## config.mk

```make
export PLATFORM = sky130hd
export DESIGN_NAME = sdic_top
export DESIGN_NICKNAME = d
export VERILOG_FILES = /design/src/design/sdic_pkg.sv /design/src/design/sdic_top.sv
export SDC_FILE = /design/constraint.sdc
export NUM_CORES = 2
export LEC_CHECK = 0
export ABC_CLOCK_PERIOD_IN_PS = 3210
export BUFFER_PORTS_ARGS = -buffer_cell sky130_fd_sc_hd__clkbuf_2
export CAP_MARGIN = 20
export CELL_PAD_IN_SITES_DETAIL_PLACEMENT = 1
export CELL_PAD_IN_SITES_GLOBAL_PLACEMENT = 1
export CORE_ASPECT_RATIO = 1.25
export CORE_UTILIZATION = 25
export CTS_BUF_LIST = sky130_fd_sc_hd__clkbuf_4 sky130_fd_sc_hd__clkbuf_8 sky130_fd_sc_hd__clkbuf_16
export CTS_CLUSTER_DIAMETER = 120
export DETAILED_ROUTE_END_ITERATION = 12
export HOLD_SLACK_MARGIN = 0.05
export PLACE_DENSITY_LB_ADDON = 0.1
export SLEW_MARGIN = 20
export SYNTH_ARGS = -nofsm -noshare
export SYNTH_HDL_FRONTEND = slang
export SYNTH_SLANG_ARGS = --single-unit
```

## constraint.sdc

```tcl
create_clock -name CLK -period 3.21 [get_ports CLK]
set_input_delay 0.1605 -clock CLK [delete_from_list [all_inputs] [get_ports CLK]]
set_output_delay 0.1605 -clock CLK [all_outputs]
set_load 0.05 [all_outputs]
```

## src/design/sdic_pkg.sv

```systemverilog
// Constants and types shared by the interrupt combiner
package sdic_pkg;
  // ************************************************************
  // Sizes
  // ************************************************************
  localparam int NUM_CH = 8;
  localparam int COUNT_W = 16;

  // ************************************************************
  // Register byte offsets
  // ************************************************************
  localparam logic [7:0] OFS_RX_MASK_SET = 8'h00;
  localparam logic [7:0] OFS_RX_MASK_CLR = 8'h04;
  localparam logic [7:0] OFS_RX_RAW = 8'h08;
  localparam logic [7:0] OFS_RX_GATED = 8'h0C;
  localparam logic [7:0] OFS_TX_MASK_SET = 8'h10;
  localparam logic [7:0] OFS_TX_MASK_CLR = 8'h14;
  localparam logic [7:0] OFS_TX_RAW = 8'h18;
  localparam logic [7:0] OFS_TX_GATED = 8'h1C;
  localparam logic [7:0] OFS_DMA_MASK_SET = 8'h20;
  localparam logic [7:0] OFS_DMA_MASK_CLR = 8'h24;
  localparam logic [7:0] OFS_DMA_RAW = 8'h28;
  localparam logic [7:0] OFS_DMA_GATED = 8'h2C;
  localparam logic [7:0] OFS_RX_ROUTE_EN = 8'h30;
  localparam logic [7:0] OFS_RX_ROUTE_STAT = 8'h34;
  localparam logic [7:0] OFS_TX_ROUTE_EN = 8'h38;
  localparam logic [7:0] OFS_TX_ROUTE_STAT = 8'h3C;
  localparam logic [7:0] OFS_LOW_ROUTE_EN = 8'h40;
  localparam logic [7:0] OFS_LOW_ROUTE_STAT = 8'h44;
  localparam logic [7:0] OFS_MISC_EN = 8'h48;
  localparam logic [7:0] OFS_MISC_STAT = 8'h4C;
  localparam logic [7:0] OFS_EOI = 8'h50;
  localparam logic [7:0] OFS_LINK_EN = 8'h54;
  localparam logic [7:0] OFS_ACCESS_MASK = 8'h58;
  localparam logic [7:0] OFS_LINK_CAPTURE = 8'h5C;
  localparam logic [7:0] OFS_ACCESS_CAPTURE = 8'h60;
  localparam logic [7:0] OFS_FAULT_CAUSE = 8'h64;
  localparam logic [7:0] OFS_PHY_SELECT = 8'h68;
  // Windows of eight words, index in address bits 4:2
  localparam logic [2:0] WIN_RX_CP = 3'h4;
  localparam logic [2:0] WIN_TX_CP = 3'h5;
  localparam logic [2:0] WIN_LIMIT = 3'h6;

  // ************************************************************
  // Fields and codes
  // ************************************************************
  localparam int DMA_BIT_STAT = 0;
  localparam int DMA_BIT_FAULT = 1;
  // Line index equals its end-of-interrupt code
  localparam int LINE_LOW = 0;
  localparam int LINE_RX = 1;
  localparam int LINE_TX = 2;
  localparam int LINE_MISC = 3;
  localparam int NUM_LINES = 4;

  // ************************************************************
  // Reset values
  // ************************************************************
  localparam logic [31:0] RST_WORD = 32'h0000_0000;
  localparam logic [15:0] RST_LIMIT = 16'h0000;
  localparam logic [3:0] RST_ARMED = 4'hF;

  // ************************************************************
  // Types
  // ************************************************************
  typedef struct packed {
    logic write;
    logic [2:0] channel;
    logic [31:0] address;
  } sdic_cp_write_s;

  typedef logic [NUM_CH-1:0][COUNT_W-1:0] sdic_counts_t;

  typedef enum logic [0:0] {
    BUS_IDLE = 1'b0,
    BUS_DONE = 1'b1
  } sdic_bus_e;
endpackage

```

## src/design/sdic_top.sv

```systemverilog
// Interrupt combiner for the switch packet DMA with Avalon-MM registers
//
// Contract
// - Four separate pulse outputs: receive, transmit, low buffer, miscellaneous.
// - Eight receive and transmit channels, each with own pending bits.
// - Writing one to a mask-set bit enables that channel; zeros ignored.
// - Writing one to a mask-clear bit disables that channel; zeros ignored.
// - Route enables gate masked completions onto pulses; status stays readable.
// - DMA completion write stores pointer and raises pending, any value.
// - Host pointer write clears pending only when it matches stored value.
// - Reading a completion pointer returns the DMA written address.
// - End-of-interrupt code one, two, three acknowledges receive, transmit, miscellaneous.
// - Transmit completion mirrors receive, with its own route enables.
// - Low buffer pulse is immediate, taken from eight threshold bits.
// - Threshold bit set while free count is at or below limit.
// - Threshold route enables with status; code zero acknowledges threshold.
// - Miscellaneous pulse from four sources gated by an enable register.
// - Counter overflow pending follows counters at or above top bit.
// - Overflow and fault events enabled by mask-set, disabled by mask-clear.
// - Descriptor fault pending is sticky until reset.
// - Six transmit descriptor fault causes are flagged.
// - Four receive descriptor fault causes are flagged.
// - Raw and gated status of overflow and fault are readable.
// - Link change of monitored PHY raises event when enabled, captured.
// - Access go falling raises event when masked in, captured.
//
// Our own choices: register access over Avalon-MM and the placing of the registers.
`timescale 1ns/100ps
module sdic_top (
  input wire logic CLK,
  input wire logic SYS_RST,
  input wire logic [7:0] AVS_ADDRESS,
  input wire logic AVS_READ,
  input wire logic AVS_WRITE,
  input wire logic [31:0] AVS_WRITEDATA,
  input wire logic [3:0] AVS_BYTEENABLE,
  output logic [31:0] AVS_READDATA,
  output logic AVS_WAITREQUEST,
  input wire sdic_pkg::sdic_cp_write_s RX_CP_WRITE,
  input wire sdic_pkg::sdic_cp_write_s TX_CP_WRITE,
  input wire sdic_pkg::sdic_counts_t FREE_BUFFER_COUNT,
  input wire logic COUNTER_HIGH,
  input wire logic [5:0] TX_FAULT_FLAGS,
  input wire logic [3:0] RX_FAULT_FLAGS,
  input wire logic PHY_LINK_UP,
  input wire logic PHY_ACCESS_GO,
  output logic [4:0] MONITORED_PHY_ADDRESS,
  output logic RECEIVE_DONE_PULSE,
  output logic TRANSMIT_DONE_PULSE,
  output logic RECEIVE_LOW_BUFFER_PULSE,
  output logic MISC_EVENT_PULSE
);
  // ************************************************************
  // Declarations
  // ************************************************************
  sdic_pkg::sdic_bus_e bus_state_ff;
  logic wait_ff;
  logic [31:0] rdata_ff;
  logic [31:0] nxt_rdata;
  logic wr_fire;
  logic [31:0] bem;
  logic [31:0] wd;
  logic [2:0] win;
  logic [2:0] idx;
  logic [15:0] rx_mask_ff;
  logic [7:0] tx_mask_ff;
  logic [1:0] dma_mask_ff;
  logic [7:0] rx_route_ff;
  logic [7:0] tx_route_ff;
  logic [7:0] low_route_ff;
  logic [3:0] misc_en_ff;
  logic link_en_ff;
  logic access_mask_ff;
  logic link_cap_ff;
  logic access_cap_ff;
  logic [4:0] phy_sel_ff;
  logic [7:0] receive_done_pending_ff;
  logic [7:0] transmit_done_pending_ff;
  logic [31:0] rx_cp_ff [sdic_pkg::NUM_CH];
  logic [31:0] tx_cp_ff [sdic_pkg::NUM_CH];
  logic [15:0] limit_ff [sdic_pkg::NUM_CH];
  logic [9:0] fault_cause_ff;
  logic link_state_ff;
  logic go_ff;
  logic [3:0] armed_ff;
  logic [3:0] pulse_ff;
  logic [7:0] low_raw;
  logic [15:0] rx_raw;
  logic [15:0] rx_gated;
  logic [7:0] tx_gated;
  logic [7:0] rx_route_stat;
  logic [7:0] tx_route_stat;
  logic [7:0] low_route_stat;
  logic [1:0] dma_raw;
  logic [1:0] dma_gated;
  logic [3:0] misc_raw;
  logic [3:0] misc_stat;
  logic [3:0] line_req;

  // ************************************************************
  // Helpers
  // ************************************************************
  function automatic logic hit(input logic [7:0] ofs);
    hit = wr_fire && (AVS_ADDRESS == ofs);
  endfunction
  function automatic logic [31:0] merge(input logic [31:0] old, input logic [31:0] nw);
    merge = (old & ~bem) | (nw & bem);
  endfunction

  // ************************************************************
  // Avalon slave: one wait cycle, then one answer cycle
  // ************************************************************
  // A write lands only at the edge where waitrequest is seen low
  assign wr_fire = AVS_WRITE && (bus_state_ff == sdic_pkg::BUS_DONE);
  assign bem = {{8{AVS_BYTEENABLE[3]}}, {8{AVS_BYTEENABLE[2]}}, {8{AVS_BYTEENABLE[1]}}, {8{AVS_BYTEENABLE[0]}}};
  assign wd = AVS_WRITEDATA & bem;
  assign win = AVS_ADDRESS[7:5];
  assign idx = AVS_ADDRESS[4:2];

  always_ff @(posedge CLK) begin
    if (SYS_RST) begin
      bus_state_ff <= sdic_pkg::BUS_IDLE;
      wait_ff <= 1'b1;
      rdata_ff <= sdic_pkg::RST_WORD;
    end else begin
      case (bus_state_ff)
        sdic_pkg::BUS_IDLE: begin
          if (AVS_READ || AVS_WRITE) begin
            bus_state_ff <= sdic_pkg::BUS_DONE;
            wait_ff <= 1'b0;
            rdata_ff <= AVS_READ ? nxt_rdata : rdata_ff;
          end
        end
        sdic_pkg::BUS_DONE: begin
          bus_state_ff <= sdic_pkg::BUS_IDLE;
          wait_ff <= 1'b1;
        end
        default: begin
          bus_state_ff <= sdic_pkg::BUS_IDLE;
          wait_ff <= 1'b1;
        end
      endcase
    end
  end
  // Unmapped and write-only words read as zero
  always_comb begin
    nxt_rdata = sdic_pkg::RST_WORD;
    case (AVS_ADDRESS)
      sdic_pkg::OFS_RX_MASK_SET, sdic_pkg::OFS_RX_MASK_CLR: nxt_rdata = {16'h0000, rx_mask_ff};
      sdic_pkg::OFS_RX_RAW: nxt_rdata = {16'h0000, rx_raw};
      sdic_pkg::OFS_RX_GATED: nxt_rdata = {16'h0000, rx_gated};
      sdic_pkg::OFS_TX_MASK_SET, sdic_pkg::OFS_TX_MASK_CLR: nxt_rdata = {24'h000000, tx_mask_ff};
      sdic_pkg::OFS_TX_RAW: nxt_rdata = {24'h000000, transmit_done_pending_ff};
      sdic_pkg::OFS_TX_GATED: nxt_rdata = {24'h000000, tx_gated};
      sdic_pkg::OFS_DMA_MASK_SET, sdic_pkg::OFS_DMA_MASK_CLR: nxt_rdata = {30'h00000000, dma_mask_ff};
      sdic_pkg::OFS_DMA_RAW: nxt_rdata = {30'h00000000, dma_raw};
      sdic_pkg::OFS_DMA_GATED: nxt_rdata = {30'h00000000, dma_gated};
      sdic_pkg::OFS_RX_ROUTE_EN: nxt_rdata = {24'h000000, rx_route_ff};
      sdic_pkg::OFS_RX_ROUTE_STAT: nxt_rdata = {24'h000000, rx_route_stat};
      sdic_pkg::OFS_TX_ROUTE_EN: nxt_rdata = {24'h000000, tx_route_ff};
      sdic_pkg::OFS_TX_ROUTE_STAT: nxt_rdata = {24'h000000, tx_route_stat};
      sdic_pkg::OFS_LOW_ROUTE_EN: nxt_rdata = {24'h000000, low_route_ff};
      sdic_pkg::OFS_LOW_ROUTE_STAT: nxt_rdata = {24'h000000, low_route_stat};
      sdic_pkg::OFS_MISC_EN: nxt_rdata = {28'h0000000, misc_en_ff};
      sdic_pkg::OFS_MISC_STAT: nxt_rdata = {28'h0000000, misc_stat};
      sdic_pkg::OFS_LINK_EN: nxt_rdata = {31'h00000000, link_en_ff};
      sdic_pkg::OFS_ACCESS_MASK: nxt_rdata = {31'h00000000, access_mask_ff};
      sdic_pkg::OFS_LINK_CAPTURE: nxt_rdata = {31'h00000000, link_cap_ff};
      sdic_pkg::OFS_ACCESS_CAPTURE: nxt_rdata = {31'h00000000, access_cap_ff};
      sdic_pkg::OFS_FAULT_CAUSE: nxt_rdata = {22'h000000, fault_cause_ff};
      sdic_pkg::OFS_PHY_SELECT: nxt_rdata = {27'h0000000, phy_sel_ff};
      default: begin
        if (win == sdic_pkg::WIN_RX_CP) begin
          nxt_rdata = rx_cp_ff[idx];
        end else if (win == sdic_pkg::WIN_TX_CP) begin
          nxt_rdata = tx_cp_ff[idx];
        end else if (win == sdic_pkg::WIN_LIMIT) begin
          nxt_rdata = {16'h0000, limit_ff[idx]};
        end
      end
    endcase
  end

  // ************************************************************
  // Masks and routing
  // ************************************************************
  // Bits 7:0 completion, bits 15:8 low buffer threshold
  always_ff @(posedge CLK) begin
    if (SYS_RST) begin
      rx_mask_ff <= 16'h0000;
    end else if (hit(sdic_pkg::OFS_RX_MASK_SET)) begin
      rx_mask_ff <= rx_mask_ff | wd[15:0];
    end else if (hit(sdic_pkg::OFS_RX_MASK_CLR)) begin
      rx_mask_ff <= rx_mask_ff & ~wd[15:0];
    end
  end
  always_ff @(posedge CLK) begin
    if (SYS_RST) begin
      tx_mask_ff <= 8'h00;
    end else if (hit(sdic_pkg::OFS_TX_MASK_SET)) begin
      tx_mask_ff <= tx_mask_ff | wd[7:0];
    end else if (hit(sdic_pkg::OFS_TX_MASK_CLR)) begin
      tx_mask_ff <= tx_mask_ff & ~wd[7:0];
    end
  end
  always_ff @(posedge CLK) begin
    if (SYS_RST) begin
      dma_mask_ff <= 2'h0;
    end else if (hit(sdic_pkg::OFS_DMA_MASK_SET)) begin
      dma_mask_ff <= dma_mask_ff | wd[1:0];
    end else if (hit(sdic_pkg::OFS_DMA_MASK_CLR)) begin
      dma_mask_ff <= dma_mask_ff & ~wd[1:0];
    end
  end

  always_ff @(posedge CLK) begin
    if (SYS_RST) begin
      rx_route_ff <= 8'h00;
      tx_route_ff <= 8'h00;
      low_route_ff <= 8'h00;
      misc_en_ff <= 4'h0;
      link_en_ff <= 1'b0;
      access_mask_ff <= 1'b0;
      phy_sel_ff <= 5'h00;
    end else begin
      if (hit(sdic_pkg::OFS_RX_ROUTE_EN)) rx_route_ff <= (rx_route_ff & ~bem[7:0]) | wd[7:0];
      if (hit(sdic_pkg::OFS_TX_ROUTE_EN)) tx_route_ff <= (tx_route_ff & ~bem[7:0]) | wd[7:0];
      if (hit(sdic_pkg::OFS_LOW_ROUTE_EN)) low_route_ff <= (low_route_ff & ~bem[7:0]) | wd[7:0];
      if (hit(sdic_pkg::OFS_MISC_EN)) misc_en_ff <= (misc_en_ff & ~bem[3:0]) | wd[3:0];
      if (hit(sdic_pkg::OFS_LINK_EN)) link_en_ff <= (link_en_ff & ~bem[0]) | wd[0];
      if (hit(sdic_pkg::OFS_ACCESS_MASK)) access_mask_ff <= (access_mask_ff & ~bem[0]) | wd[0];
      if (hit(sdic_pkg::OFS_PHY_SELECT)) phy_sel_ff <= (phy_sel_ff & ~bem[4:0]) | wd[4:0];
    end
  end

  // ************************************************************
  // Completion pointers and pending bits
  // ************************************************************
  // A DMA store in the same cycle as a host acknowledge wins
  always_ff @(posedge CLK) begin
    if (SYS_RST) begin
      receive_done_pending_ff <= 8'h00;
      for (int i = 0; i < sdic_pkg::NUM_CH; i++) rx_cp_ff[i] <= sdic_pkg::RST_WORD;
    end else begin
      for (int i = 0; i < sdic_pkg::NUM_CH; i++) begin
        if (RX_CP_WRITE.write && (RX_CP_WRITE.channel == 3'(i))) begin
          rx_cp_ff[i] <= RX_CP_WRITE.address;
          receive_done_pending_ff[i] <= 1'b1;
        end else if (wr_fire && (win == sdic_pkg::WIN_RX_CP) && (idx == 3'(i))) begin
          if (merge(rx_cp_ff[i], AVS_WRITEDATA) == rx_cp_ff[i]) receive_done_pending_ff[i] <= 1'b0;
        end
      end
    end
  end
  always_ff @(posedge CLK) begin
    if (SYS_RST) begin
      transmit_done_pending_ff <= 8'h00;
      for (int i = 0; i < sdic_pkg::NUM_CH; i++) tx_cp_ff[i] <= sdic_pkg::RST_WORD;
    end else begin
      for (int i = 0; i < sdic_pkg::NUM_CH; i++) begin
        if (TX_CP_WRITE.write && (TX_CP_WRITE.channel == 3'(i))) begin
          tx_cp_ff[i] <= TX_CP_WRITE.address;
          transmit_done_pending_ff[i] <= 1'b1;
        end else if (wr_fire && (win == sdic_pkg::WIN_TX_CP) && (idx == 3'(i))) begin
          if (merge(tx_cp_ff[i], AVS_WRITEDATA) == tx_cp_ff[i]) transmit_done_pending_ff[i] <= 1'b0;
        end
      end
    end
  end
  always_ff @(posedge CLK) begin
    if (SYS_RST) begin
      for (int i = 0; i < sdic_pkg::NUM_CH; i++) limit_ff[i] <= sdic_pkg::RST_LIMIT;
    end else if (wr_fire && (win == sdic_pkg::WIN_LIMIT)) begin
      limit_ff[idx] <= (limit_ff[idx] & ~bem[15:0]) | wd[15:0];
    end
  end

  // ************************************************************
  // Miscellaneous sources
  // ************************************************************
  // Cleared by reset only, kept for debug of descriptor chains
  always_ff @(posedge CLK) begin
    if (SYS_RST) begin
      fault_cause_ff <= 10'h000;
    end else begin
      fault_cause_ff <= fault_cause_ff | {RX_FAULT_FLAGS, TX_FAULT_FLAGS};
    end
  end
  always_ff @(posedge CLK) begin
    if (SYS_RST) begin
      link_state_ff <= 1'b0;
      go_ff <= 1'b0;
    end else begin
      link_state_ff <= PHY_LINK_UP;
      go_ff <= PHY_ACCESS_GO;
    end
  end
  // Event set wins over a write-one clear in the same cycle
  always_ff @(posedge CLK) begin
    if (SYS_RST) begin
      link_cap_ff <= 1'b0;
      access_cap_ff <= 1'b0;
    end else begin
      if (link_en_ff && (PHY_LINK_UP != link_state_ff)) begin
        link_cap_ff <= 1'b1;
      end else if (hit(sdic_pkg::OFS_LINK_CAPTURE) && wd[0]) begin
        link_cap_ff <= 1'b0;
      end
      if (access_mask_ff && go_ff && !PHY_ACCESS_GO) begin
        access_cap_ff <= 1'b1;
      end else if (hit(sdic_pkg::OFS_ACCESS_CAPTURE) && wd[0]) begin
        access_cap_ff <= 1'b0;
      end
    end
  end

  // ************************************************************
  // Status and line conditions
  // ************************************************************
  always_comb begin
    for (int i = 0; i < sdic_pkg::NUM_CH; i++) begin
      low_raw[i] = FREE_BUFFER_COUNT[i] <= limit_ff[i];
    end
  end
  assign rx_raw = {low_raw, receive_done_pending_ff};
  assign rx_gated = rx_raw & rx_mask_ff;
  assign tx_gated = transmit_done_pending_ff & tx_mask_ff;
  assign rx_route_stat = rx_gated[7:0] & rx_route_ff;
  assign tx_route_stat = tx_gated & tx_route_ff;
  assign low_route_stat = rx_gated[15:8] & low_route_ff;
  assign dma_raw[sdic_pkg::DMA_BIT_STAT] = COUNTER_HIGH;
  assign dma_raw[sdic_pkg::DMA_BIT_FAULT] = |fault_cause_ff;
  assign dma_gated = dma_raw & dma_mask_ff;
  assign misc_raw = {access_cap_ff, link_cap_ff, dma_gated};
  assign misc_stat = misc_raw & misc_en_ff;
  assign line_req[sdic_pkg::LINE_LOW] = |low_route_stat;
  assign line_req[sdic_pkg::LINE_RX] = |rx_route_stat;
  assign line_req[sdic_pkg::LINE_TX] = |tx_route_stat;
  assign line_req[sdic_pkg::LINE_MISC] = |misc_stat;

  // ************************************************************
  // Pulse pacing
  // ************************************************************
  // A line fires once, then waits for its code; a pulse wins over a code in the same cycle
  always_ff @(posedge CLK) begin
    if (SYS_RST) begin
      armed_ff <= sdic_pkg::RST_ARMED;
      pulse_ff <= 4'h0;
    end else begin
      for (int k = 0; k < sdic_pkg::NUM_LINES; k++) begin
        pulse_ff[k] <= armed_ff[k] && line_req[k];
        if (armed_ff[k] && line_req[k]) begin
          armed_ff[k] <= 1'b0;
        end else if (hit(sdic_pkg::OFS_EOI) && (AVS_WRITEDATA == 32'(k))) begin
          armed_ff[k] <= 1'b1;
        end
      end
    end
  end
  assign AVS_READDATA = rdata_ff;
  assign AVS_WAITREQUEST = wait_ff;
  assign MONITORED_PHY_ADDRESS = phy_sel_ff;
  assign RECEIVE_DONE_PULSE = pulse_ff[sdic_pkg::LINE_RX];
  assign TRANSMIT_DONE_PULSE = pulse_ff[sdic_pkg::LINE_TX];
  assign RECEIVE_LOW_BUFFER_PULSE = pulse_ff[sdic_pkg::LINE_LOW];
  assign MISC_EVENT_PULSE = pulse_ff[sdic_pkg::LINE_MISC];
endmodule // sdic_top

```

Word-level counts from Yosys, hierarchy flattened --
Memory sizes are Yosys's and may differ from the RTL's. Cells that the tools add are included.
Cells by class: reduce and logical (&&, ||, !) cells 139, equality and inequality tests 71, mux-type cells 146, magnitude comparators 8, bitwise operators 89
Operators by type and width (number):
- case mux 32 bit (23 select lines) | 1
- two-way mux 32 bit | 18
- bitwise AND 32 bit | 17
- equality test 32 bit | 16
- OR 32 bit | 16
- <= comparator 16 bit | 8
- two-way mux 1 bit | 116
- equality test 8 x 7 -> 1 bit, second input constant | 11
- nonzero test 2 bit | 41
- logical AND 1 bit | 65
- bitwise AND 8 bit | 8
- equality test 32 x 2 -> 1 bit, second input constant | 2
- equality test 8 x 6 -> 1 bit, second input constant | 8
- two-way mux 16 bit | 4
- bitwise AND 16 bit | 3
- equality test 3 bit, second input constant | 15
- equality test 32 x 1 -> 1 bit, second input constant | 1
- equality test 8 x 5 -> 1 bit, second input constant | 4
- zero test 32 bit | 1
- NOT 16 bit | 2
- NOT 32 bit | 1
- OR 16 bit | 2
- OR 8 bit | 4
- AND reduction 2 bit | 16
- other kinds (34) | 73
Word-level totals: bits in registers 133, word-level logic and storage cells 495, memory bits (writable) 640, input port bits 261, memories 3, output and inout port bits 42
Memories:
- rx_cp_ff | depth 8, width 32, read ports 9, clocked after Yosys merged registers in 0, write ports 8, RTL line sdic_top.sv:79 | logic [31:0] rx_cp_ff [sdic_pkg::NUM_CH];
- tx_cp_ff | depth 8, width 32, read ports 9, clocked after Yosys merged registers in 0, write ports 8, RTL line sdic_top.sv:80 | logic [31:0] tx_cp_ff [sdic_pkg::NUM_CH];
- limit_ff | depth 8, width 16, read ports 9, clocked after Yosys merged registers in 0, write ports 8, RTL line sdic_top.sv:81 | logic [15:0] limit_ff [sdic_pkg::NUM_CH];

Logic depth before layout (Yosys ltp) --
depth after elaboration 7, gate-level depth with buffers 11, depth with buffers taken out 10

Least setup slack after synthesis --
OpenSTA, ideal clock, no wires.
path kind reg2reg, from mem limit_ff[3][13], to reg rdata_ff[11] (netlist: AVS_READDATA[11]), data required time 3.088 ns, path slack 0.873 ns, arrival time 2.215 ns, stages on the path, launching flop included 11, library setup time 0.122 ns, path buffers 0, clock period less this slack 2.337 ns, cells stage by stage edfxtp_1 -> inv_1 -> ha_1 -> and4_4 -> nand3_4 -> nor4_4 -> a22oi_1 -> a32o_1 -> a21o_1 -> a22o_1 -> a221o_1
RTL lines:
- start: declaration | RTL line sdic_top.sv:81
- end signal: assignment | RTL line sdic_top.sv:124 | rdata_ff <= sdic_pkg::RST_WORD;
- end signal: assignment | RTL line sdic_top.sv:131 | rdata_ff <= AVS_READ ? nxt_rdata : rdata_ff;
- end: declaration | RTL line sdic_top.sv:58 | logic [31:0] rdata_ff;

==> flow_summary.yaml <==
logic_synthesis:
  netlist_area_um2: 43560
  synth.distinct_cells: 83
  ys_async_sr_fraction_pct: 0
  synth-compound-area-share_pct: 6.865
  ys_warn_count: 0
  post_synth_and_or_nand_nor_area_fraction_pct: 14.19
  synthCells: 3847
  synthAdderAreaFrac_pct: 3.677
  synthMuxAreaShare_pct: 10.23
  synth_seq_cells: 773
  synthXorXnorAreaFrac_pct: 10.32
  synth_top_family_by_area: "simple AND/OR/NAND/NOR gates"
  synthesis.nets: 4236
  ys_seq_area_share_pct: 50.24
  synth-edff-count: 640
  synth_ff_type: "edfxtp_1"
  avgSynthCellArea_um2: 11.32
timing:
  setup_violations: 0
  fmax_mhz: 353.8
  hold_violations: 0
  rsz0062_at_grt: "no"
  fin_crit_ns: 2.827
  skew_ns: 0.03366
  finalWorstSetupSlack_ns: 0.3835
  slew_violations: 0
  finalSetupTns_ns: 0
  min_period_over_period_pct: 88.05
  maxSlewHeadroom_pct: 43.58
  tightest_slew_ns: 0.8432
die:
  ios: 303
  die_w_um: 375.3
  core_um2: 172300
  rows: 170
  die-area_um2: 175900
  start_util_pct: 25.28
  die_y_um: 468.7
cts:
  tritoncts: "yes"
  holdBufCountCts: 76
  ctsHtreeMaxLevel: 3
  path_clk_slew_ns: 0.06
  cts_resized: 0
  clk_latency_ns: 0.72
  cts-buffers-inserted: 96
  cts_root_buffer: "clkbuf_16"
  post_cts_buffers: 0
  clock-sinks: 773
  max-clock-path-buffers: 3
routing:
  final_antenna_net_count: 0
  drt_wl_total_um: 201500
  dr.first_iter.drc_count: 2016
  routedWlPerCell_um: 30.36
  drt_first_pass_iters: 5
  via_per_inst: 4.925
  via_count: 32680
  drc: 0
finish:
  drive_above_1_share_pct: 21.56
  final_nets: 4707
  area_delta_synth_final_pct: 21.24
  instances_no_fill: 6636
  final_util_pct: 30.65
pwr:
  p_leak_uw: 0.01900
  p_per_area_nw_per_um2: 521.1
  ir_worst_vdd_mv: 0.3785
worst_setup_path:
  rr_endpoint: "AVS_READDATA[0]"
  worst_ep_required_time_ns: 3.86
  regToRegSetupSlack_ns: 0.38
  worst-path-buf-inv: 1
  r2r_cells: 10
  cpMaxStageDelayCell: "edfxtp_1"
  arrival_ns: 3.47
  endpoint_kind: "register"
  timing.rr.start: "limit_ff[0][1]"
  critPathLaunchType: "register"
  crit_chain: "inv_1 > ha_1 > nor2b_1 > o211ai_1 > a21oi_1 > a2111oi_0 > a21o_1 > nand4_1 > a41o_1 > nor3_1"
  critPathMaxStageDelay_ns: 0.52
  crit_family: "compound AO/OA/AOI/OAI gates"
  cp_max_fo: 3
  crit_type: "register to register"
placed_design:
  placed_cells: 6380
  place.gp.congestion: 0.8618
  place_ws_ns: 0.1343
  hpwl_um: 153800
  port_buffers: 302
global_routing:
  grt_pass1_wl_um: 279300
  grt_start_max_net_pins: 58
  grt-ovfl-total: 0
  antenna_found_initial: 4
  grt_use_total_pct: 22.67
  first_global_vias: 35250
hold_path:
  hold_depth: 3
  min_from: "RX_CP_WRITE[4]"
  hold_end: "rx_cp_ff[6][4]"
  hold_class: "input port to register"
run_status:
  status: "complete, no violations"
job:
  drv_cap: 0
==> cell type report <==
type / instances / area [µm²]
Antenna cell: 2 / 5.005
Sequential cell: 773 / 21880
Clock inverter: 33 / 314.1
Inverter: 211 / 797.0
Tap cell: 2236 / 2798
Fill cell: 19020 / 119500
Clock buffer: 145 / 2898
Multi-Input combinational cell: 2627 / 19820
Timing Repair Buffer: 609 / 4298
==> per-stage QoR <==
step | total power (µW) | hold slack (ns) | area [µm²]
2_1_floorplan | 14390 | 0.2763 | 43560
5_1_grt | 28470 | 0.1247 | 52800
3_5_place_dp | 16430 | 0.3854 | 48830
4_1_cts | 27890 | 0.05756 | 52800
6_report | 27520 | 0.1121 | 52810
3_3_place_gp | 16410 | 0.3740 | 48830
==> worst max path at each step <==
stage / from / to / slack [ns] / cells past startpoint
after CTS: limit_ff[0][1] / AVS_READDATA[0] / 0.30 / 10
after global routing: limit_ff[0][1] / AVS_READDATA[0] / 0.16 / 10
after global placement: AVS_ADDRESS[3] / armed_ff[2] / 0.08 / 11
after detailed placement: AVS_ADDRESS[3] / armed_ff[2] / 0.13 / 11
after floorplan: limit_ff[3][13] / AVS_READDATA[11] / 0.87 / 10
final: limit_ff[0][1] / AVS_READDATA[0] / 0.38 / 10
==> sequential cells by signal, indices dropped and copies added (netlist names), named ones only <==
signal	cells
limit_ff	128
AVS_WAITREQUEST	1
fault_cause_ff	10
link_state_ff	1
pulse_ff	4
tx_cp_ff	256
armed_ff	4
transmit_done_pending_ff	8
go_ff	1
access_cap_ff	1
AVS_READDATA	32
link_cap_ff	1
receive_done_pending_ff	8
bus_state_ff	1
rx_cp_ff	256
==> cells in the mapped netlist, types with 17 or more instances <==
cell,instances,area share [%]
edfxtp_1,640,44
nor2_1,626,5.4
xnor2_1,512,10
inv_1,207,1.8
mux4_2,164,8.5
nand2_1,159,1.4
nand4_1,158,2.3
a21oi_1,152,1.7
o21ai_0,145,1.7
dfxtp_1,133,6.1
clkbuf_1,129,1.1
ha_1,128,3.7
nand2b_1,97,1.4
mux2i_1,76,1.7
nand3_1,69,0.79
buf_2,64,0.74
a311oi_1,27,0.54
buf_4,26,0.45
nor3_1,25,0.29
nor2b_1,24,0.34
a22oi_1,20,0.34
a21o_1,17,0.29
nor4_1,17,0.24
o221ai_1,17,0.34
==> layout by cell type, fill, tap and decap left out, types with 17 or more instances in the layout <==
cell type | netlist | layout
nand2_1 | 159 | 153
xnor2_1 | 512 | 512
nand3_1 | 69 | 63
a21o_1 | 17 | 17
o221ai_1 | 17 | 17
clkbuf_4 | 0 | 34
nand2b_1 | 97 | 81
inv_1 | 207 | 206
ha_1 | 128 | 128
clkbuf_16 | 0 | 99
buf_4 | 26 | 210
a21oi_1 | 152 | 152
nand4_1 | 158 | 158
mux2i_1 | 76 | 76
nor2_1 | 626 | 626
o21ai_0 | 145 | 145
nor3_1 | 25 | 25
edfxtp_1 | 640 | 640
buf_12 | 0 | 21
a311oi_1 | 27 | 27
dlygate4sd3_1 | 0 | 76
clkbuf_2 | 0 | 298
dfxtp_1 | 133 | 133
nor2b_1 | 24 | 23
mux4_2 | 164 | 164
a22oi_1 | 20 | 20
==> kinds of logic after synthesis <==
logic type	Yosys count
flip-flops	773
multiplexers	240
AND/OR/NAND/NOR	1263
adder cells (fa/ha/maj)	128
XOR/XNOR	513
AO/OA/AOI/OAI	483
buffers and inverters	447
==> worst register-to-register path, stage by stage (launching register included) <==
cell	delay, ns
edfxtp_1	0.52
inv_1	0.08
ha_1	0.29
nor2b_1	0.13
o211ai_1	0.17
a21oi_1	0.11
a2111oi_0	0.39
a21o_1	0.43
nand4_1	0.22
a41o_1	0.26
nor3_1	0.16
==> metal layers <==
metal	GRT usage, %	share of wire, %
met5	0	0.014
met4	7.130	2.9
met3	2.205	3.5
met2	42.57	53
met1	26.93	41
==> where the power goes <==
part           switching (µW)  leakage (µW)  internal, µW
combinational            2590        0.0100          1650
sequential                489       0.00736         11500
clock                    4670       0.00163          6630
total                    7750        0.0190         19800
No activity file was read; power rests on OpenSTA's default activity.
